## src/inc/cyclic_sense_map.vh

```
// register map, field positions, reset values and timing counts of the periodic wake sensor
// assumes a 100 MHz fabric clock and a 1 us internal oscillator tick
`ifndef CYCLIC_SENSE_MAP_VH
`define CYCLIC_SENSE_MAP_VH

`define CS_CTRL_OFS 8'h00
`define CS_TIMER_OFS 8'h04
`define CS_STAT_OFS 8'h08

// control register fields
`define CTRL_MODE_LSB 0
`define CTRL_GPIO_LSB 2
`define CTRL_WKEN_BIT 5
`define CTRL_GPWK_BIT 6
`define CTRL_TMWK_BIT 7
`define CTRL_BUSWK_BIT 8
`define CTRL_RESET 9'h000

// timer register fields
`define TIMER_PER_LSB 0
`define TIMER_ON_LSB 4
`define TIMER_RESET 7'h00

// status register bits
`define STAT_WKWU_BIT 0
`define STAT_WKLVL_BIT 1
`define STAT_CMDF_BIT 2
`define STAT_TMWU_BIT 3
`define STAT_BUSWU_BIT 4
`define STAT_RST_BIT 5
`define STAT_GPWU_BIT 6

// operating modes
`define MODE_NORMAL 2'h0
`define MODE_STOP 2'h1
`define MODE_SLEEP 2'h2
`define MODE_RESTART 2'h3

// pin configuration code selecting the high-side periodic sense function
`define GPIO_HS_SENSE 3'h3

// on-time codes
`define ON_100US 3'h1
`define ON_300US 3'h2
`define ON_1MS 3'h3
`define ON_10MS 3'h4
`define ON_20MS 3'h5

// fabric clocks per 1 us oscillator tick, sized to the divider width
`define TICK_CYCLES 16'h0064

// times below are in oscillator ticks of 1 us
`define FILTER_US 5'h10
`define INT_PULSE_US 7'h64
`define ONT_100US 30'h00000064
`define ONT_300US 30'h0000012C
`define ONT_1MS 30'h000003E8
`define ONT_10MS 30'h00002710
`define ONT_20MS 30'h00004E20

`define PER_10MS 30'h00002710
`define PER_20MS 30'h00004E20
`define PER_50MS 30'h0000C350
`define PER_100MS 30'h000186A0
`define PER_200MS 30'h00030D40
`define PER_500MS 30'h0007A120
`define PER_1S 30'h000F4240
`define PER_2S 30'h001E8480
`define PER_5S 30'h004C4B40
`define PER_10S 30'h00989680
`define PER_20S 30'h01312D00
`define PER_50S 30'h02FAF080
`define PER_100S 30'h05F5E100
`define PER_200S 30'h0BEBC200
`define PER_500S 30'h1DCD6500
`define PER_1000S 30'h3B9ACA00

`endif

```

## src/core/osc_tick.v

```verilog
// divider that stands in for the internal oscillator: one-cycle tick every div cycles
// assumes div is at least 2
`timescale 1ns/1ns
`default_nettype none
module osc_tick #(
    parameter [15:0] DIV = 16'h0064
) (
    input wire aclk,
    input wire aresetn,
    output reg tick
);
    reg [15:0] cnt_q;

    always @(posedge aclk) begin
        if (!aresetn) begin
            cnt_q <= 16'h0000;
            tick <= 1'b0;
        end else begin
            tick <= (cnt_q == DIV - 16'h0001);
            if (cnt_q == DIV - 16'h0001) begin
                cnt_q <= 16'h0000;
            end else begin
                cnt_q <= cnt_q + 16'h0001;
            end
        end
    end
endmodule // osc_tick
`default_nettype wire

```

## src/core/sense_filter.v

```verilog
// stability filter started at the end of an on-time
// assumes din is synchronous to aclk; counts oscillator ticks
`timescale 1ns/1ns
`default_nettype none
`include "cyclic_sense_map.vh"
module sense_filter (
    input wire aclk,
    input wire aresetn,
    input wire tick,
    input wire start,
    input wire din,
    output reg done,
    output reg stable,
    output reg level
);
    reg busy_q;
    reg [4:0] cnt_q;

    always @(posedge aclk) begin
        if (!aresetn) begin
            busy_q <= 1'b0;
            cnt_q <= 5'h00;
            done <= 1'b0;
            stable <= 1'b0;
            level <= 1'b0;
        end else begin
            done <= 1'b0;
            if (start) begin
                busy_q <= 1'b1;
                cnt_q <= 5'h00;
                stable <= 1'b1;
                level <= din;
            end else if (busy_q) begin
                if (din != level) begin
                    stable <= 1'b0;
                end
                if (tick) begin
                    if (cnt_q == `FILTER_US - 5'h01) begin
                        busy_q <= 1'b0;
                        done <= 1'b1;
                    end else begin
                        cnt_q <= cnt_q + 5'h01;
                    end
                end
            end
        end
    end
endmodule // sense_filter
`default_nettype wire

```

## src/core/cyclic_sense_wake_detect.v

```verilog
// periodic wake-input sensing with wake source selection and mode handling
// assumes an AXI4-Lite master, synchronous inputs and bus wake inputs given as pulses
//
// Summary of operation
// - in sense configuration the high-side output turns on each period for on-time.
// - a sensed change wakes: interrupt low in Normal/Stop, supply on after Sleep.
// - timer starts when a valid on-time is written, independent of pin and filter.
// - low-power request without any valid wake source enters Restart at once.
// - command failure flag set when on-time exceeds period.
// - writing the on-time in sense configuration starts a new learning cycle.
// - first sample is only reference; later differing sample triggers wake.
// - filter starts at end of on-time; wake only if level stayed stable.
// - a periodic sense wake sets the wake-input event flag.
// - during periodic sensing the level status takes only on-time samples.
// - in Stop mode event flag and level bit update only with shortest on-time.
// - a wake is raised even when the event flag is already set.
// - static sensing wakes continuously from enabled wake inputs.
// - timer wake comes from the timer alone, no input pin used.
// - bus wake accepted on wake pattern or wake frame.
// - period field selects one of sixteen periods, 10 ms to 1000 s.
// - Sleep wake goes through Restart to Normal; Stop wake raises interrupt.
`timescale 1ns/1ns
`default_nettype none
`include "cyclic_sense_map.vh"
module cyclic_sense_wake_detect #(
    parameter [15:0] TICK_DIV = `TICK_CYCLES
) (
    input wire aclk,
    input wire aresetn,
    input wire [7:0] s_axi_awaddr,
    input wire [2:0] s_axi_awprot,
    input wire s_axi_awvalid,
    output reg s_axi_awready,
    input wire [31:0] s_axi_wdata,
    input wire [3:0] s_axi_wstrb,
    input wire s_axi_wvalid,
    output reg s_axi_wready,
    output reg [1:0] s_axi_bresp,
    output reg s_axi_bvalid,
    input wire s_axi_bready,
    input wire [7:0] s_axi_araddr,
    input wire [2:0] s_axi_arprot,
    input wire s_axi_arvalid,
    output reg s_axi_arready,
    output reg [31:0] s_axi_rdata,
    output reg [1:0] s_axi_rresp,
    output reg s_axi_rvalid,
    input wire s_axi_rready,
    input wire wake_sense_input,
    input wire gpio_wake_input,
    input wire bus_wake_pattern,
    input wire bus_wake_frame,
    output reg high_side_output,
    output reg interrupt_out_n,
    output reg main_supply_rail
);
    localparam [1:0] RESP_OKAY = 2'h0;
    localparam [1:0] RESP_SLVERR = 2'h2;

    function [29:0] per_len;
        input [3:0] code;
        begin
            case (code)
                4'h0: per_len = `PER_10MS;
                4'h1: per_len = `PER_20MS;
                4'h2: per_len = `PER_50MS;
                4'h3: per_len = `PER_100MS;
                4'h4: per_len = `PER_200MS;
                4'h5: per_len = `PER_500MS;
                4'h6: per_len = `PER_1S;
                4'h7: per_len = `PER_2S;
                4'h8: per_len = `PER_5S;
                4'h9: per_len = `PER_10S;
                4'hA: per_len = `PER_20S;
                4'hB: per_len = `PER_50S;
                4'hC: per_len = `PER_100S;
                4'hD: per_len = `PER_200S;
                4'hE: per_len = `PER_500S;
                default: per_len = `PER_1000S;
            endcase
        end
    endfunction

    // zero marks an on-time code that leaves the timer stopped
    function [29:0] on_len;
        input [2:0] code;
        begin
            case (code)
                `ON_100US: on_len = `ONT_100US;
                `ON_300US: on_len = `ONT_300US;
                `ON_1MS: on_len = `ONT_1MS;
                `ON_10MS: on_len = `ONT_10MS;
                `ON_20MS: on_len = `ONT_20MS;
                default: on_len = 30'h00000000;
            endcase
        end
    endfunction

    reg [7:0] awaddr_q;
    reg [31:0] wdata_q;
    reg [3:0] wstrb_q;
    reg aw_have_q;
    reg w_have_q;
    reg [8:0] ctrl_q;
    reg [6:0] timer_q;
    reg [1:0] mode_q;
    reg wake_input_event_flag_q, wake_level_bit_q, cmdf_q, tm_wu_q, bus_wu_q, rst_q, gp_wu_q;
    reg run_q;
    reg first_q;
    reg ref_valid_q;
    reg ref_q;
    reg [29:0] pcnt_q;
    reg [6:0] int_cnt_q;
    reg sense_prev_q;
    reg gpio_prev_q;

    wire tick;
    wire flt_done;
    wire flt_stable;
    wire flt_level;

    wire cs_cfg = (ctrl_q[`CTRL_GPIO_LSB +: 3] == `GPIO_HS_SENSE);
    wire wake_input_enable = ctrl_q[`CTRL_WKEN_BIT];
    wire gp_en = ctrl_q[`CTRL_GPWK_BIT];
    wire tm_en = ctrl_q[`CTRL_TMWK_BIT];
    wire bus_en = ctrl_q[`CTRL_BUSWK_BIT];
    wire [29:0] cur_on = on_len(timer_q[`TIMER_ON_LSB +: 3]);
    wire [29:0] cur_per = per_len(timer_q[`TIMER_PER_LSB +: 4]);
    wire cs_active = cs_cfg & run_q;
    wire hs_on = run_q & (pcnt_q < cur_on);
    // with an over-long on-time the filter starts at the period wrap while the output stays on
    wire on_end = tick & hs_on & ((pcnt_q == cur_on - 30'h1) | (pcnt_q == cur_per - 30'h1));
    wire cyc_start = tick & run_q & (pcnt_q == 30'h0);
    wire stop_gate = (mode_q != `MODE_STOP) | (timer_q[`TIMER_ON_LSB +: 3] == `ON_100US);
    wire cs_wake = flt_done & flt_stable & cs_cfg & ref_valid_q & (flt_level != ref_q);
    wire cs_sample = flt_done & flt_stable & cs_cfg;
    wire st_wake = wake_input_enable & ~cs_active & (wake_sense_input != sense_prev_q);
    wire gp_wake = gp_en & (gpio_wake_input != gpio_prev_q);
    wire tm_wake = cyc_start & ~first_q & tm_en;
    wire bus_wake = bus_en & (bus_wake_pattern | bus_wake_frame);
    wire any_wake = cs_wake | st_wake | gp_wake | tm_wake | bus_wake;
    wire src_valid = wake_input_enable | gp_en | bus_en | (run_q & (cs_cfg | tm_en));
    wire flags_set = wake_input_event_flag_q | tm_wu_q | bus_wu_q | gp_wu_q;

    wire wr_go = aw_have_q & w_have_q & ~s_axi_bvalid;
    wire wr_ctrl = wr_go & (awaddr_q == `CS_CTRL_OFS);
    wire wr_timer = wr_go & (awaddr_q == `CS_TIMER_OFS) & wstrb_q[0];
    wire wr_stat = wr_go & (awaddr_q == `CS_STAT_OFS) & wstrb_q[0];
    wire [6:0] new_timer = wdata_q[6:0];
    wire [29:0] new_on = on_len(new_timer[`TIMER_ON_LSB +: 3]);
    wire [7:0] w1c = wr_stat ? wdata_q[7:0] : 8'h00;

    osc_tick #(
        .DIV(TICK_DIV)
    ) u_tick (
        .aclk(aclk),
        .aresetn(aresetn),
        .tick(tick)
    );

    sense_filter u_filter (
        .aclk(aclk),
        .aresetn(aresetn),
        .tick(tick),
        .start(on_end),
        .din(wake_sense_input),
        .done(flt_done),
        .stable(flt_stable),
        .level(flt_level)
    );

    // bus slave: address and data are taken in either order, answered once both are held
    always @(posedge aclk) begin
        if (!aresetn) begin
            s_axi_awready <= 1'b0;
            s_axi_wready <= 1'b0;
            s_axi_bvalid <= 1'b0;
            s_axi_bresp <= RESP_OKAY;
            aw_have_q <= 1'b0;
            w_have_q <= 1'b0;
            awaddr_q <= 8'h00;
            wdata_q <= 32'h00000000;
            wstrb_q <= 4'h0;
        end else begin
            s_axi_awready <= ~aw_have_q & ~s_axi_awready & s_axi_awvalid;
            s_axi_wready <= ~w_have_q & ~s_axi_wready & s_axi_wvalid;
            if (s_axi_awvalid & s_axi_awready) begin
                aw_have_q <= 1'b1;
                awaddr_q <= s_axi_awaddr;
            end
            if (s_axi_wvalid & s_axi_wready) begin
                w_have_q <= 1'b1;
                wdata_q <= s_axi_wdata;
                wstrb_q <= s_axi_wstrb;
            end
            if (wr_go) begin
                aw_have_q <= 1'b0;
                w_have_q <= 1'b0;
                s_axi_bvalid <= 1'b1;
                if (awaddr_q == `CS_CTRL_OFS || awaddr_q == `CS_TIMER_OFS ||
                    awaddr_q == `CS_STAT_OFS) begin
                    s_axi_bresp <= RESP_OKAY;
                end else begin
                    s_axi_bresp <= RESP_SLVERR;
                end
            end else if (s_axi_bvalid & s_axi_bready) begin
                s_axi_bvalid <= 1'b0;
            end
        end
    end

    always @(posedge aclk) begin
        if (!aresetn) begin
            s_axi_arready <= 1'b0;
            s_axi_rvalid <= 1'b0;
            s_axi_rdata <= 32'h00000000;
            s_axi_rresp <= RESP_OKAY;
        end else begin
            s_axi_arready <= ~s_axi_rvalid & ~s_axi_arready & s_axi_arvalid;
            if (s_axi_arvalid & s_axi_arready) begin
                s_axi_rvalid <= 1'b1;
                s_axi_rresp <= RESP_OKAY;
                case (s_axi_araddr)
                    `CS_CTRL_OFS: s_axi_rdata <= {23'h000000, ctrl_q[8:2], mode_q};
                    `CS_TIMER_OFS: s_axi_rdata <= {25'h0000000, timer_q};
                    `CS_STAT_OFS: s_axi_rdata <= {25'h0000000, gp_wu_q, rst_q, bus_wu_q,
                                                  tm_wu_q, cmdf_q, wake_level_bit_q, wake_input_event_flag_q};
                    default: begin
                        s_axi_rdata <= 32'h00000000;
                        s_axi_rresp <= RESP_SLVERR;
                    end
                endcase
            end else if (s_axi_rvalid & s_axi_rready) begin
                s_axi_rvalid <= 1'b0;
            end
        end
    end

    // configuration and operating mode
    always @(posedge aclk) begin
        if (!aresetn) begin
            ctrl_q <= `CTRL_RESET;
            timer_q <= `TIMER_RESET;
            mode_q <= `MODE_NORMAL;
        end else begin
            if (wr_ctrl) begin
                if (wstrb_q[0]) begin
                    ctrl_q[7:0] <= wdata_q[7:0];
                end
                if (wstrb_q[1]) begin
                    ctrl_q[8] <= wdata_q[8];
                end
            end
            if (wr_timer) begin
                timer_q <= new_timer;
            end
            case (mode_q)
                `MODE_RESTART: mode_q <= `MODE_NORMAL;
                `MODE_SLEEP: begin
                    if (any_wake) begin
                        mode_q <= `MODE_RESTART;
                    end
                end
                default: begin
                    if (wr_ctrl & wstrb_q[0] & (wdata_q[1:0] != `MODE_NORMAL)) begin
                        // pending flags would lose a wake across the sleep transition
                        if (!src_valid || (wdata_q[1:0] == `MODE_SLEEP && flags_set)) begin
                            mode_q <= `MODE_RESTART;
                        end else begin
                            mode_q <= wdata_q[1:0];
                        end
                    end else if (wr_ctrl & wstrb_q[0]) begin
                        mode_q <= wdata_q[1:0];
                    end
                end
            endcase
        end
    end

    // sensing timer, learning cycle and reference
    always @(posedge aclk) begin
        if (!aresetn) begin
            run_q <= 1'b0;
            first_q <= 1'b1;
            ref_valid_q <= 1'b0;
            ref_q <= 1'b0;
            pcnt_q <= 30'h0;
        end else begin
            if (wr_timer) begin
                run_q <= (new_on != 30'h0);
                pcnt_q <= 30'h0;
                first_q <= 1'b1;
                ref_valid_q <= 1'b0;
            end else begin
                if (tick & run_q) begin
                    if (pcnt_q >= cur_per - 30'h1) begin
                        pcnt_q <= 30'h0;
                    end else begin
                        pcnt_q <= pcnt_q + 30'h1;
                    end
                end
                if (cyc_start) begin
                    first_q <= 1'b0;
                end
                if (cs_sample) begin
                    ref_q <= flt_level;
                    ref_valid_q <= 1'b1;
                end
            end
        end
    end

    // status flags: a hardware set wins over a software clear in the same cycle
    always @(posedge aclk) begin
        if (!aresetn) begin
            wake_input_event_flag_q <= 1'b0;
            wake_level_bit_q <= 1'b0;
            cmdf_q <= 1'b0;
            tm_wu_q <= 1'b0;
            bus_wu_q <= 1'b0;
            rst_q <= 1'b0;
            gp_wu_q <= 1'b0;
            sense_prev_q <= 1'b0;
            gpio_prev_q <= 1'b0;
        end else begin
            sense_prev_q <= wake_sense_input;
            gpio_prev_q <= gpio_wake_input;
            wake_input_event_flag_q <= ((cs_wake & stop_gate) | st_wake) | (wake_input_event_flag_q & ~w1c[`STAT_WKWU_BIT]);
            if (cs_active) begin
                if (cs_sample & stop_gate) begin
                    wake_level_bit_q <= flt_level;
                end
            end else begin
                wake_level_bit_q <= wake_sense_input;
            end
            cmdf_q <= (wr_timer & (new_on > per_len(new_timer[3:0]))) |
                      (cmdf_q & ~w1c[`STAT_CMDF_BIT]);
            tm_wu_q <= tm_wake | (tm_wu_q & ~w1c[`STAT_TMWU_BIT]);
            bus_wu_q <= bus_wake | (bus_wu_q & ~w1c[`STAT_BUSWU_BIT]);
            gp_wu_q <= gp_wake | (gp_wu_q & ~w1c[`STAT_GPWU_BIT]);
            rst_q <= (mode_q == `MODE_RESTART) | (rst_q & ~w1c[`STAT_RST_BIT]);
        end
    end

    // pins; a wake in Normal or Stop retriggers the interrupt pulse whatever the flags hold
    always @(posedge aclk) begin
        if (!aresetn) begin
            int_cnt_q <= 7'h00;
            interrupt_out_n <= 1'b1;
            high_side_output <= 1'b0;
            main_supply_rail <= 1'b1;
        end else begin
            if (any_wake & (mode_q == `MODE_NORMAL || mode_q == `MODE_STOP)) begin
                int_cnt_q <= `INT_PULSE_US;
                interrupt_out_n <= 1'b0;
            end else if (int_cnt_q != 7'h00) begin
                if (tick) begin
                    int_cnt_q <= int_cnt_q - 7'h01;
                    interrupt_out_n <= (int_cnt_q == 7'h01);
                end
            end else begin
                interrupt_out_n <= 1'b1;
            end
            high_side_output <= hs_on & cs_cfg;
            main_supply_rail <= (mode_q != `MODE_SLEEP) | any_wake;
        end
    end
endmodule // cyclic_sense_wake_detect
`default_nettype wire

```

## config.mk

```make
export PLATFORM = sky130hd
export DESIGN_NAME = cyclic_sense_wake_detect
export DESIGN_NICKNAME = d
export VERILOG_FILES = /design/src/core/osc_tick.v /design/src/core/sense_filter.v /design/src/core/cyclic_sense_wake_detect.v
export VERILOG_INCLUDE_DIRS = /design/src /design/src/inc
export SDC_FILE = /design/constraint.sdc
export NUM_CORES = 1
export LEC_CHECK = 0
export ABC_AREA = 1
export BUFFER_PORTS_ARGS = -buffer_cell sky130_fd_sc_hd__buf_2
export CORE_ASPECT_RATIO = 0.8
export CORE_MARGIN = 2
export CORE_UTILIZATION = 40
export CTS_CLUSTER_DIAMETER = 100
export DETAILED_ROUTE_END_ITERATION = 8
export PLACE_DENSITY = 0.7
export SYNTH_ARGS = -nofsm -noshare
export SYNTH_HDL_FRONTEND = slang
export SYNTH_SLANG_ARGS = --single-unit
```

## constraint.sdc

```tcl
create_clock -name aclk -period 3.6 [get_ports aclk]
set_input_delay 0 -clock aclk [delete_from_list [all_inputs] [get_ports aclk]]
set_output_delay 0 -clock aclk [all_outputs]
set_load 0.01 [all_outputs]
```

# Word-level counts from Yosys, hierarchy flattened
# Memories as Yosys holds them, arrays and structs flattened. A register that Yosys moved wholly into a read port is not among the register bits.
# Cells that the tools add are included.
word_totals:
  memories: 2
  romBits: 832
  in_bits: 69
  out_inout_bits: 44
  reg_bits: 159
  wordCells: 249
memory_table:
  columns: ["memory", "words", "word_bits", "read_ports", "rd_ports_with_merged_regs", "write_ports", "line_no", "text"]
  rows:
  - ["(name not given)", 16, 26, 1, 1, 0, "cyclic_sense_wake_detect.v:63", "case (code)"]
  - ["(name not given)", 16, 26, 1, 1, 0, "cyclic_sense_wake_detect.v:63", null]
op_classes:
  bitwise: 90
  n_reduce_logical: 35
  n_mux: 37
  magnitude_cmp: 3
  eq_ne: 33
  n_addsub: 6
ops:
  columns: ["operator", "n"]
  rows:
  - ["$pmux 15 s5", 2]
  - ["$eq 30x30->1", 2]
  - ["$mux 30", 2]
  - ["$sub 30x1->30 const B", 2]
  - ["$and 1x1->1", 48]
  - ["$add 30x1->30 const B", 1]
  - ["$ge 30x30->1", 1]
  - ["$gt 30x30->1", 1]
  - ["$logic_not 30->1", 1]
  - ["$lt 30x30->1", 1]
  - ["$reduce_bool 30->1", 1]
  - ["$mux 7", 4]
  - ["$pmux 9 s3", 1]
  - ["$or 1x1->1", 22]
  - ["$not 1->1", 20]
  - ["$mux 1", 17]
  - ["$add 16x1->16 const B", 1]
  - ["$eq 16x7->1 const B", 1]
  - ["$eq 8x3->1 const B", 2]
  - ["$eq 8x4->1 const B", 2]
  - ["$logic_not 8->1", 2]
  - ["$mux 4", 4]
  - ["$eq 3x2->1 const B", 5]
  - ["$reduce_and 2->1", 7]
  - ["other kinds (25)", 54]

# Logic depth before layout (Yosys ltp)
# Gate-level depths: netlist of run 1.
logic_depth:
  ltp_word: 12
  ltp_mapped: 26
  mapped_depth_nobuf: 26

# Cells and area by module
# From an unflattened synthesis of run 1, not the netlist that was laid out.
unflattened:
  hier_cells: 1508
  area_unflattened_um2: 10702.8
modules_own_cells:
  columns: ["module", "cells_each", "area_each_um2", "n_inst"]
  rows:
  - ["cyclic_sense_wake_detect", 1326, 9455.3, 1]
  - ["osc_tick", 125, 837.1, 1]
  - ["sense_filter", 57, 410.4, 1]

# Worst setup path after synthesis of run 1
# Ideal clock, no wire load.
synth_path:
  path_kind: "register -> register"
  startpoint: "register cur_per[6] (netlist name)"
  endpoint: "register pcnt_q[11]"
  setup_ns: 0.116
  slack_ns: 0.182
  synth_period_minus_slack_ns: 3.418
  t_arrival_ns: 3.302
  stages_incl_launch_ff: 19
  t_required_ns: 3.484
  path_cell_list: "dfxtp_1 -> nor2_1 -> nand2_1 -> nor3_4 -> nand3_2 -> nor3_4 -> nand4_2 -> or3_1 -> nor3_2 -> xnor2_1 -> ha_1 -> nand2_1 -> nor4_1 -> a21oi_1 -> and2_1 -> o21ai_0 -> buf_2 -> buf_2 -> nor2_1"
synth_via:
  elab_chain_cells: 3
synth_rtl:
  columns: ["element", "line_no", "text"]
  rows:
  - ["$sub 30x1->30", "cyclic_sense_wake_detect.v:296", "if (pcnt_q >= cur_per - 30'h1) begin"]
  - ["$ge 30x30->1", "cyclic_sense_wake_detect.v:296", null]
  - ["$mux 30", "cyclic_sense_wake_detect.v:296", null]
  - ["end signal, assigned", "cyclic_sense_wake_detect.v:299", "pcnt_q <= pcnt_q + 30'h1;"]
  - ["end, declared", "cyclic_sense_wake_detect.v:112", "reg [29:0] pcnt_q;"]
# Every way passes these cells.
# A chain may end at the register's enable or synchronous reset.

# Worst setup path in the final report of run 1
layout_path:
  startpoint: "register cur_per[5] (netlist name)"
  endpoint: "register pcnt_q[29]"
layout_via:
  elab_chain_cells: 3
layout_rtl:
  columns: ["element", "line_no"]
  rows:
  - ["$sub 30x1->30", "cyclic_sense_wake_detect.v:296"]
  - ["$ge 30x30->1", "cyclic_sense_wake_detect.v:296"]
  - ["$mux 30", "cyclic_sense_wake_detect.v:296"]
# Every way passes these cells.

==> metrics.sh, run 1 <==
POST_SYNTH_MOST_FREQUENT_CELLS='nand2_1 (260), nor2_1 (197), dfxtp_1 (184)'
POWER.STATIC_LEAKAGE_nW=5.19
VIAS_PER_CELL=5.03
FLOORPLAN.DIE_AREA_MM2=0.0274
ENDPOINT_KIND='flop'
TIMING.SETUP.CRITICAL_PATH_CLASS='flop to flop'
TIMING.CRITICAL_PATH.FROM_TYPE='flop'
PLACED_AREA_MM2=0.0111
PLACEMENT.IO_BUFFERS=56
FLOORPLAN.INITIALDENSITY_PCT=41.0
FINAL_DESIGN_AREA_NO_FILL_MM2=0.0121
SETUP_VIOL_COUNT_FINAL=0
TIMING.FINAL.MAX_SLEW_VIOLATIONS=0
DETAIL_ROUTE.FIRST_PASS.ITERATIONS=7
POWERDENSITY_mW_PER_MM2=346
DIE_X_UM=185
WORST_PATH_BUFS_INVS=2
YS.FLOP_TYPE='dfxtp_1'
REPORT.POWER.TOTAL_mW=4.18
STATUS='completed'
SYNTH-EDFF-COUNT=0
VERTICAL_EXTENT_OF_THE_DIE_UM=148
SYNTH_AREA_LEADERS='dfxtp_1 (35%), ha_1 (9.8%), nand2_1 (9.4%)'
POSTROUTEANTENNANETS=0
CTS-ROOT-TO-SINK-BUFFERS=2
GRT_SETUP_UNREPAIRED='true'
SEQUENCE_OF_CELLS_ON_THE_CRITICAL_PATH='nor2_1 > nand2_1 > nor3_4 > nand3_2 > nor3_4 > nand4_4 > or3_4 > nor3_2 > xnor2_1 > ha_1 > nand2_2 > nor4_2 > buf_4 > a21oi_2 > and2_4 > o21ai_4 > clkbuf_16 > nor2_1'
FLOORPLAN.IO_PINS=113
VIAS=9547
CLOCK-SINKS=184
CRITICAL_PATH_FANOUTS_MAX=7
YOSYSSEQAREASHARE_PCT=35.3
SYNTH.AVG_CELL_AREA_UM2=7.23
DRV_CAP=0
WORST_PATH_MAX_DELAY_CELL='or3_4'
CLKLATENCYLATEPIN_PS=430
FINAL_PERIOD_MINUS_WORST_SETUP_SLACK_PS=3550
MAX_STAGE_DELAY_PS=380
ROUTED_WIRELENGTH_UM=26100
CTS-ROOT-BUF='clkbuf_16'
YS_TYPES=51
REMAINING_DRC_ERRORS=0
DP_HPWL_UM=19500
DRTITER0DRC=705
CLOCK_TREE_FROM_TRITONCTS='yes'
SYNTH.MOST_COMMON_CELL='nand2_1'
FINAL-INSTANCE-COUNT-EXCL-FILL=1899
CTS-BUFFERS-INSERTED=17
GRT_START_MAX_NET_PINS=46
STD_CELL_ROWS=52
WORST-SLEW-PIN-TRANSITION_PS=830
FINAL_HOLD_VIOL_COUNT=0
SYNTH_LARGEST_TYPE_AREA_FRACTION_PCT=35.3
DP.CELLS=1834
N_FILL_CELL=2513
MEAN_ROUTED_WIRELENGTH_PER_CELL_UM=13.8
HOLDWS_PS=78.6
POST_SYNTH_INST_COUNT=1444
FINAL_CORE_UTILIZATION_PCT=47.5
GRT_PASS1_VIAS=8920
GRT-OVFL-TOTAL=0
AREA.GROWTH.SYNTH_TO_FINAL_PCT=15.8
CRIT_FAMILY='simple AND/OR/NAND/NOR gates'
ANTENNA_FOUND_INITIAL=1
WORST_EP_ARRIVAL_TIME_PS=3870
TIMING.SLEW.HEADROOM_PCT=44.4
FINCLKSKEW_PS=13.4
YOSYS_REGISTER_BITS=184
WORST-ENDPOINT-REQUIRED_PS=3920
LARGEST_AREA_CONTRIBUTOR_IN_THE_SYNTHESIZED_NETLIST='dfxtp_1'
HOLD_PATH.CLASS='input pin to flop'
CORE_MM2=0.0254
SYNTH_AREA_MM2=0.0104
SYNTH-ASYNC-RESET-RATIO_PCT=0
SYNTH-WARNING-COUNT=0
HTREE_LEVELS=4
GP_ROUTABILITY_CONGESTION=0.882
GRT.TOTAL_USAGE_PCT=19.2
FINALNETCOUNT=1686
TIMING.FINAL.CRIT_SHARE_PCT=98.6
GRT_PASS1_WL_UM=42800
PEAKVDDDROP_V=0.000266
MAX_CLOCK_FREQ_MHz=282
CLK_TRANSITION_REPORTED_PATHS_PS=70
DRIVE_GT1_SHARE_PCT=13.0
[worst min-delay path: stages]
cell and delay [ps]:
buf_2 110, nor3_1 50, buf_4 170, nand2_1 70, a21oi_1 50
[cells by family (layout without fill, tap and decap cells)]
group	Yosys count	count (layout)	synth area share (%)
AOI/OAI and AO/OA	230	230	12.4
DFF	184	184	35.3
and+or+nand+nor	679	679	29.6
adders and majority gates	82	82	9.83
buffers and inverters	224	303	9.09
xor gates and xnor gates	44	44	3.69
other	1	26	0.0359
[final timing paths]
| check | start | to | slack [ps] | depth (start not counted) |
|---|---|---|---|---|
| setup reg to reg | cur_per[5] | pcnt_q[29] | 50 | 18 |
| hold reg to reg | aw_have_q | s_axi_awready | 430 | 1 |
| hold / removal | s_axi_araddr[2] | s_axi_rdata[7] | 80 | 5 |
| setup / recovery | cur_per[5] | pcnt_q[29] | 50 | 18 |
[placed cells by master (no fill, tap or decap), drive strengths merged, types with 2 or more instances in the layout]
cell type,instances
o31ai,4
a31oi,6
inv,173
or4,3
nand2,275
conb,25
dfxtp,184
a211oi,7
o21ai,83
ha,82
nor3,62
xor2,31
nor2,212
nor3b,5
o211ai,11
clkinv,6
buf,76
clkbuf,21
nand3,74
o221ai,6
or2,9
a211o,2
dlygate4sd3,25
o21a,2
a21oi,102
xnor2,13
nand4,20
nor4,15
[metrics by stage]
| step | setup TNS (ps) | setup slack (ps) |
|---|---|---|
| 3_5_place_dp | 0 | 86.2 |
| 4_1_cts | 0 | 81.3 |
| 3_3_place_gp | 0 | 174 |
| 6_report | 0 | 49.8 |
| 5_1_grt | -1880 | -102 |
| 2_1_floorplan | 0 | 182 |
[metal layers]
metal  track usage (%)  vias up  share of wire, %
li1                  -     4899                 -
met1              26.7     4388                50
met2              30.3      233                44
met3              3.70       27               4.7
met4              5.56        0               1.4
met5                 0        -                 0
[timing repair]
action,CTS,global route
endpoints found under the setup margin,0,36
hold buffers,25,0
gates resized for setup,0,24
buffers inserted,0,5
hold endpoints to repair,28,0
[layout make-up]
class                      instances  area (um2)  area share, %
multi-input combinational       1060        6000           49.6
sequential                       184        3690           30.5
timing repair buffer             103         747           6.18
inverter                         169         634           5.25
clock buffer                      19         443           3.66
tap                              351         439           3.63
clock inverter                    12         136           1.13
antenna                            1        2.50         0.0207
[where the power goes]
| group | total, mW | internal [mW] | leakage [nW] | switching [mW] |
|---|---|---|---|---|
| combinational | 0.244 | 0.0945 | 3.42 | 0.149 |
| sequential | 2.09 | 2.07 | 1.49 | 0.0180 |
| clock | 1.85 | 0.997 | 0.283 | 0.855 |
Power figures use the tool's default switching activity.
==> run 2, diff against run 1 <==
==> constraint.sdc (replaced) <==
create_clock -name aclk -period 3.6 [get_ports aclk]
set_input_delay 0.18 -clock aclk [delete_from_list [all_inputs] [get_ports aclk]]
set_output_delay 0.18 -clock aclk [all_outputs]
set_load 0.01 [all_outputs]
==> run 2 against run 1 <==
Against the previous run:
- via count down 0.36%
- setup slack better by 63 ps
- die area unchanged
- clock power about the same
- critical path depth up 1
- power down 0.73%
- combinational power down 5%
- first-iteration DRC count down 9.2%
- critical path type unchanged
- critical endpoint is now pcnt_q[12]
==> metrics.sh, run 2 (synthesis gave the netlist of run 1 again) <==
POSTROUTEANTENNANETS=0  # unchanged
SETUP_VIOL_COUNT_FINAL=0  # unchanged
DETAILEDPLACE.WORSTSLACK_PS=101  # +14.5 ps
PLACEMENT.IO_BUFFERS=56  # unchanged
CTS-BUFFERS-INSERTED=17  # unchanged
SEQUENCE_OF_CELLS_ON_THE_CRITICAL_PATH='nor2_2 > nand2_2 > nor3_4 > nand3_2 > nor3_4 > nand4_4 > or3_4 > xnor2_2 > inv_2 > ha_4 > nand2_4 > o21ai_0 > nand2_1 > o211ai_1 > a21oi_2 > and2_4 > o21ai_4 > clkbuf_16 > nor3_2'
VERTICAL_EXTENT_OF_THE_DIE_UM=148  # unchanged
GRT_SETUP_UNREPAIRED='true'
FINAL_PERIOD_MINUS_WORST_SETUP_SLACK_PS=3490  # -63.3 ps
CLOCK-SINKS=184  # unchanged
STD_CELL_ROWS=52  # unchanged
CRIT_FAMILY='simple AND/OR/NAND/NOR gates'
GRT.TOTAL_USAGE_PCT=18.9  # -0.27 points
STATUS='completed'
CORE_MM2=0.0254  # unchanged
AREA.GROWTH.SYNTH_TO_FINAL_PCT=15.5
DETAIL_ROUTE.FIRST_PASS.ITERATIONS=6  # -1
WORST_PATH_BUFS_INVS=2  # unchanged
HOLDWS_PS=7.61  # -71.0 ps
DP.CELLS=1833  # -0.055%
GRT-OVFL-TOTAL=0  # unchanged
CLOCK_TREE_FROM_TRITONCTS='yes'
DP_HPWL_UM=19500  # about the same
ENDPOINT_KIND='flop'
TIMING.FINAL.CRIT_SHARE_PCT=96.9  # -1.8 points
GP_ROUTABILITY_CONGESTION=0.868  # -1.6%
TIMING.SLEW.HEADROOM_PCT=47.9  # +3.5 points
WORST-SLEW-PIN-TRANSITION_PS=779  # -51.7 ps
PEAKVDDDROP_V=0.000360  # +35%
FINAL_HOLD_VIOL_COUNT=0  # unchanged
CLK_TRANSITION_REPORTED_PATHS_PS=80  # about the same
GRT_START_MAX_NET_PINS=46  # unchanged
CTS-ROOT-TO-SINK-BUFFERS=2  # unchanged
VIAS_PER_CELL=5.04  # +0.22%
LAYOUT_COMMON_CELLS='nand2_1 (257), nor2_1 (195), dfxtp_1 (181)'
MEAN_ROUTED_WIRELENGTH_PER_CELL_UM=13.7  # -0.43%
TIMING.SETUP.CRITICAL_PATH_CLASS='flop to flop'
TIMING.CRITICAL_PATH.FROM_TYPE='flop'
CRITICAL_PATH_FANOUTS_MAX=7  # unchanged
MAX_STAGE_DELAY_PS=370  # about the same
WORST_EP_ARRIVAL_TIME_PS=3800  # -70 ps
MULTI_INPUT_COMB_AREA_MM2=0.00607  # +1.3%
CTS-ROOT-BUF='clkbuf_16'
FINCLKSKEW_PS=16.3  # +2.87 ps
GRT_PASS1_WL_UM=42300  # -1.3%
FLOORPLAN.DIE_AREA_MM2=0.0274  # unchanged
ROUTED_WIRELENGTH_UM=25900  # -1.0%
POWER.STATIC_LEAKAGE_nW=5.17  # -0.49%
VIAS=9513  # -0.36%
REMAINING_DRC_ERRORS=0  # unchanged
FINAL-INSTANCE-COUNT-EXCL-FILL=1888  # -0.58%
MAX_CLOCK_FREQ_MHz=287  # +1.8%
DRIVE_GT1_SHARE_PCT=13.7  # +0.74 points
GRT_PASS1_VIAS=8874  # -0.52%
DRV_CAP=0  # unchanged
POST-ROUTE-WORST-SETUP-SLACK_PS=113  # +63.3 ps
CRITICAL_PATH.MOST_COMMON_CELL='nor3_4'
DRTITER0DRC=640  # -9.2%
FINAL-SEQ-AREA_MM2=0.00369  # about the same
WORST_PATH_MAX_DELAY_CELL='or3_4'
HTREE_LEVELS=4  # unchanged
DIE_X_UM=185  # unchanged
CLKLATENCYLATEPIN_PS=440  # about the same
FINALNETCOUNT=1674  # -0.71%
LAYOUT.CELLS.MOST_COMMON='nand2_1'
ANTENNA_FOUND_INITIAL=1  # unchanged
WORST-ENDPOINT-REQUIRED_PS=3920  # about the same
N_FILL_CELL=2497  # -0.64%
FLOORPLAN.INITIALDENSITY_PCT=41.0  # unchanged
TIMING.FINAL.MAX_SLEW_VIOLATIONS=0  # unchanged
HOLD_PATH.CLASS='input pin to flop'
POWERDENSITY_mW_PER_MM2=344  # -0.46%
FLOORPLAN.IO_PINS=113  # unchanged
run 2: changes by cell type in the layout (fill, tap and decap cells not counted), moves of 2 or more:
cell	delta
clkinv_8	+3
nor4_1	-2
nor4_4	+2
ha_4	+2
nand2_1	-2
nor3_1	-3
nor3_2	+3
nor2_2	-2
dlygate4sd3_1	-11
run 2: worst reg2reg max path: cells and delay by family (launching register included):
| family | cells | cell delay [ps] |
|---|---|---|
| AO/OA/AOI/OAI | 4 | 690 |
| flip-flops | 1 | 320 |
| buffers and inverters | 2 | 290 |
| AND/OR/NAND/NOR | 11 | 1630 |
| adder cells (fa/ha/maj) | 1 | 280 |
| XOR/XNOR | 1 | 140 |
run 2: final timing paths:
path                   endpoint  slack (ps)      startpoint  cells past startpoint
setup / recovery     pcnt_q[12]         110      cur_per[5]                     19
hold / removal       wdata_q[8]           8  s_axi_wdata[8]                      3
setup reg to reg     pcnt_q[12]         110      cur_per[5]                     19
hold reg to reg   s_axi_awready         440       aw_have_q                      1
run 2: repair_timing:
item | CTS | global route
hold buffers | 14 | 0
endpoints found under the setup margin | 0 | 38
buffers inserted | 0 | 5
hold endpoints to repair | 14 | 0
gates resized for setup | 0 | 38
run 2: layout make-up:
type | count | share of cell area, %
antenna | 1 | 0.0208
clock buffer | 17 | 3.53
clock inverter | 15 | 1.32
inverter | 169 | 5.26
multi-input combinational | 1060 | 50.4
sequential | 184 | 30.6
tap | 351 | 3.64
timing repair buffer | 91 | 5.22
run 2: stage by stage:
step / setup TNS (ps) / total power, mW / cell area [um2] / util [%]
detailed placement: 0 / 2.34 / 11000 / 43.4
floorplan: 0 / 2.29 / 10500 / -
global placement: 0 / 2.33 / 11000 / 43.4
global route: -1430 / 4.29 / 12100 / 47.4
CTS: 0 / 4.17 / 11800 / 46.3
finish: 0 / 4.15 / 12100 / 47.4
run 2: per-layer routing:
| metal | part of all wire [%] | GRT usage (%) | vias up | wire length, um |
|---|---|---|---|---|
| met5 | 0 | 0 | - | 0 |
| met4 | 1.4 | 4.92 | 0 | 353 |
| li1 | - | - | 4877 | - |
| met2 | 45 | 29.9 | 269 | 11500 |
| met3 | 5.6 | 3.60 | 29 | 1450 |
| met1 | 49 | 26.5 | 4338 | 12500 |
run 2: power by group:
group	leakage (nW)	switching (mW)	internal, mW
logic	3.40	0.145	0.0866
clock network	0.281	0.911	0.926
registers	1.49	0.0174	2.07
==> run 3, diff against run 2 <==
- ABC_AREA: 1 -> default
==> run 3 against run 2 <==
Against the previous run:
- the run now ends with setup timing left
- largest cell class unchanged
- critical endpoint is now pcnt_q[4]
- routed wire length shrank 1.0%
- highest routed layer unchanged
- setup slack got worse by 170 ps
- flip-flop and latch count unchanged
==> metrics.sh, run 3 <==
STATUS='finished with violations'
FAILED_CHECKS='setup timing'
DIE_X_UM=183  # -0.60%
YOSYSSEQAREASHARE_PCT=35.7  # +0.44 points
GR-USAGE-MET1_PCT=25.3  # -1.2 points
WORST-SLEW-PIN-TRANSITION_PS=659  # -120 ps
GRT_USE_MET2_PCT=28.8  # -1.2 points
HOLDWS_PS=15.7  # +8.14 ps
N_FILL_CELL=2329  # -6.7%
WORST_R2R_ENDPOINT='pcnt_q[4]'
TIMING.FINAL.MAX_SLEW_VIOLATIONS=0  # unchanged
POST-ROUTE-WORST-SETUP-SLACK_PS=-54.7  # -168 ps
CRITICAL_PATH_FANOUTS_MAX=15  # +8
CLOCK_TREE_FROM_TRITONCTS='yes'
FINAL_HOLD_VIOL_COUNT=0  # unchanged
CRITICAL_PATH.REG2REG.STARTPOINT='cur_per[11]'
WORST_PATH_BUFS_INVS=1  # -1
GRT_PASS1_VIAS=8298  # -6.5%
FLOORPLAN.IO_PINS=113  # unchanged
MEAN_ROUTED_WIRELENGTH_PER_CELL_UM=15.2  # +11%
ENDPOINT_KIND='flop'
FINAL-SEQ-AREA_MM2=0.00369  # +0.14%
GRT_SETUP_UNREPAIRED='true'
SYNTH.AVG_CELL_AREA_UM2=8.26  # +14%
VERTICAL_EXTENT_OF_THE_DIE_UM=148  # -0.60%
FLOORPLAN.DIE_AREA_MM2=0.0271  # -1.2%
WORST_EP_ARRIVAL_TIME_PS=3990  # +190 ps
R2R_SETUP_SLACK_PS=-50  # -170 ps
CTS-ROOT-TO-SINK-BUFFERS=2  # unchanged
GP_ROUTABILITY_CONGESTION=0.872  # +0.46%
FINAL-INSTANCE-COUNT-EXCL-FILL=1679  # -11%
FINAL_PERIOD_MINUS_WORST_SETUP_SLACK_PS=3650  # +168 ps
VIAS=9056  # -4.8%
TIMING.CRITICAL_PATH.FROM_TYPE='flop'
SYNTH_AREA_MM2=0.0103  # -1.2%
FINCLKSKEW_PS=12.0  # -4.30 ps
DP.CELLS=1628  # -11%
STD_CELL_ROWS=52  # unchanged
DRV_CAP=0  # unchanged
NUMBER_OF_INSTANCES_ON_THE_WORST_HOLD_PATH=2  # -1
YS.FLOP_TYPE='dfxtp_1'
DRTITER0DRC=638  # -0.31%
SETUP_VIOL_COUNT_FINAL=22  # +22
POWERDENSITY_mW_PER_MM2=339  # -1.6%
GRT-OVFL-TOTAL=0  # unchanged
MAX_CLOCK_FREQ_MHz=274  # -4.6%
TIMING.SETUP.CRITICAL_PATH_CLASS='flop to flop'
GRT-BUSIEST-LAYER='met2'
DP_HPWL_UM=18200  # -6.6%
WORST-ENDPOINT-REQUIRED_PS=3940  # +20 ps
POWER.STATIC_LEAKAGE_nW=5.13  # -0.71%
SYNTH-EDFF-COUNT=0  # unchanged
AREA.GROWTH.SYNTH_TO_FINAL_PCT=18.8
GRT_PASS1_WL_UM=41100  # -2.6%
POSTROUTEANTENNANETS=0  # unchanged
GRT.TOTAL_USAGE_PCT=18.6  # -0.35 points
CLOCK-SINKS=184  # unchanged
CTS-ROOT-BUF='clkbuf_16'
FLOORPLAN.INITIALDENSITY_PCT=40.7  # -0.29 points
DRIVE_GT1_SHARE_PCT=16.5  # +2.8 points
LARGEST_AREA_CONTRIBUTOR_IN_THE_SYNTHESIZED_NETLIST='dfxtp_1'
POST_SYNTH_INST_COUNT=1248  # -14%
PEAKVDDDROP_V=0.000278  # -23%
MIN_FROM='s_axi_arvalid'
CLKLATENCYLATEPIN_PS=450  # about the same
CRIT_FAMILY='simple AND/OR/NAND/NOR gates'
SYNTH-ASYNC-RESET-RATIO_PCT=0  # unchanged
HOLD-PATH-ENDPOINT='s_axi_arready'
ANTENNA_FOUND_INITIAL=0  # -1
R2R.WORST_PATH.CELLS=14  # -5
CLK_TRANSITION_REPORTED_PATHS_PS=70  # about the same
HTREE_LEVELS=4  # unchanged
SEQUENCE_OF_CELLS_ON_THE_CRITICAL_PATH='or3_4 > or4_4 > or3_4 > nor3_2 > xnor2_1 > ha_1 > nand4_1 > nor2_2 > nand3_1 > nor2_2 > a2111oi_4 > a32oi_4 > clkbuf_16 > nor2_1'
FINALNETCOUNT=1494  # -11%
SYNTH_LARGEST_TYPE_AREA_FRACTION_PCT=35.7  # +0.44 points
ROUTED_WIRELENGTH_UM=25600  # -1.0%
TIMING.SLEW.HEADROOM_PCT=56.1  # +8.2 points
CTS-BUFFERS-INSERTED=17  # unchanged
GRT_START_MAX_NET_PINS=55  # +20%
YS_TYPES=79  # +55%
POST_SYNTH_MOST_FREQUENT_CELLS='dfxtp_1 (184), nor2_1 (167), nand2_1 (124)'
TIMING.FINAL.CRIT_SHARE_PCT=102  # +4.7 points
CORE_MM2=0.0253  # -0.51%
LAYOUT.CELLS.MOST_COMMON='dfxtp_1'
PLACEMENT.IO_BUFFERS=56  # unchanged
HOLD_PATH.CLASS='input pin to flop'
SYNTH.MOST_COMMON_CELL='dfxtp_1'
YOSYS_REGISTER_BITS=184  # unchanged
GRT_UTIL_MET3_PCT=5.15  # +1.5 points
SYNTH-WARNING-COUNT=0  # unchanged
WORST_PATH_MAX_DELAY_CELL='or4_4'
SYNTH_AREA_LEADERS='dfxtp_1 (36%), ha_1 (10%), nor2_1 (6.1%)'
VIAS_PER_CELL=5.39  # +7.0%
REMAINING_DRC_ERRORS=0  # unchanged
LAYOUT_COMMON_CELLS='dfxtp_1 (179), nor2_1 (144), nand2_1 (124)'
DETAIL_ROUTE.FIRST_PASS.ITERATIONS=5  # -1
MAX_STAGE_DELAY_PS=460  # +90 ps
MULTI_INPUT_COMB_AREA_MM2=0.00643  # +5.9%
INSERTEDDIODECOUNT=0  # -1
## run 3: cell types whose count changed after synthesis, moves of 14 or more
| cell | before | now |
|---|---|---|
| nand2_1 | 260 | 124 |
| inv_1 | 157 | 46 |
| xnor2_1 | 13 | 49 |
| nand3_1 | 69 | 35 |
| mux2i_1 | 0 | 31 |
| nor2_1 | 197 | 167 |
| o21ai_0 | 80 | 52 |
| a21oi_1 | 97 | 73 |
| nor3_1 | 51 | 30 |
| and3_1 | 1 | 20 |
| clkbuf_1 | 19 | 38 |
| nand2b_1 | 0 | 19 |
| a22oi_1 | 1 | 15 |
## run 3: worst max path at each step
stage	slack [ps]	end	start	cells after the start
CTS	20	pcnt_q[10]	cur_per[7]	16
global placement	-50	pcnt_q[1]	cur_per[7]	16
detailed placement	-100	u_filter.cnt_q[2]	cur_per[7]	15
finish	-50	pcnt_q[4]	cur_per[11]	14
floorplan	120	u_filter.level	timer_q[5]	17
global route	-190	pcnt_q[9]	cur_per[5]	15
## run 3: through the flow
step                power, mW  TNS [ps]  util [%]  setup WS [ps]  area (um2)
global placement         2.31     -1270      43.8          -46.4       11100
floorplan                2.27         0         -            124       10400
global route             4.29     -6060      48.4           -189       12200
finish                   4.15      -933      48.4          -54.7       12200
CTS                      4.17         0      47.0           21.6       11900
detailed placement       2.31     -1860      43.8           -100       11100
## run 3: report_power, final
| group | switching, mW | internal [mW] |
|---|---|---|
| Combinational | 0.128 | 0.0862 |
| Clock | 0.865 | 0.991 |
| Sequential | 0.0205 | 2.06 |
| Total | 1.01 | 3.14 |
## run 3: area by class of cell
| class | instances | share of cell area [%] |
|---|---|---|
| flip-flops and latches | 184 | 30.2 |
| inverters | 52 | 1.59 |
| well taps | 324 | 3.31 |
| clock inverters | 13 | 1.10 |
| clock buffers | 18 | 3.59 |
| repair buffers | 132 | 7.73 |
| multi-input cells | 956 | 52.5 |
## run 3: per-layer routing
| metal | vias to the layer above | part of all wire (%) |
|---|---|---|
| met5 | - | 0 |
| met4 | 0 | 1.4 |
| met3 | 34 | 6.5 |
| met2 | 295 | 44 |
| met1 | 4241 | 48 |
| li1 | 4486 | - |
## run 3: kinds of logic (layout without fill, tap and decap cells)
| group | after synthesis | count (layout) | share of synthesized area (%) |
|---|---|---|---|
| muxes | 31 | 31 | 3.01 |
| DFF | 184 | 184 | 35.7 |
| and+or+nand+nor | 517 | 517 | 24.7 |
| AOI/OAI and AO/OA | 216 | 216 | 13.1 |
| adders and majority gates | 82 | 82 | 9.96 |
| xor gates and xnor gates | 85 | 85 | 7.37 |
| other | 1 | 25 | 0.0364 |
| buffers and inverters | 132 | 215 | 6.05 |
## run 3: repair_timing
| item | CTS | global route |
|---|---|---|
| endpoints found under the hold margin | 16 | 0 |
| gates cloned | 0 | 2 |
| hold buffers | 16 | 0 |
| pin swaps | 1 | 27 |
| resized for setup | 12 | 66 |
| setup buffers | 1 | 2 |
| endpoints found under the setup margin | 39 | 39 |
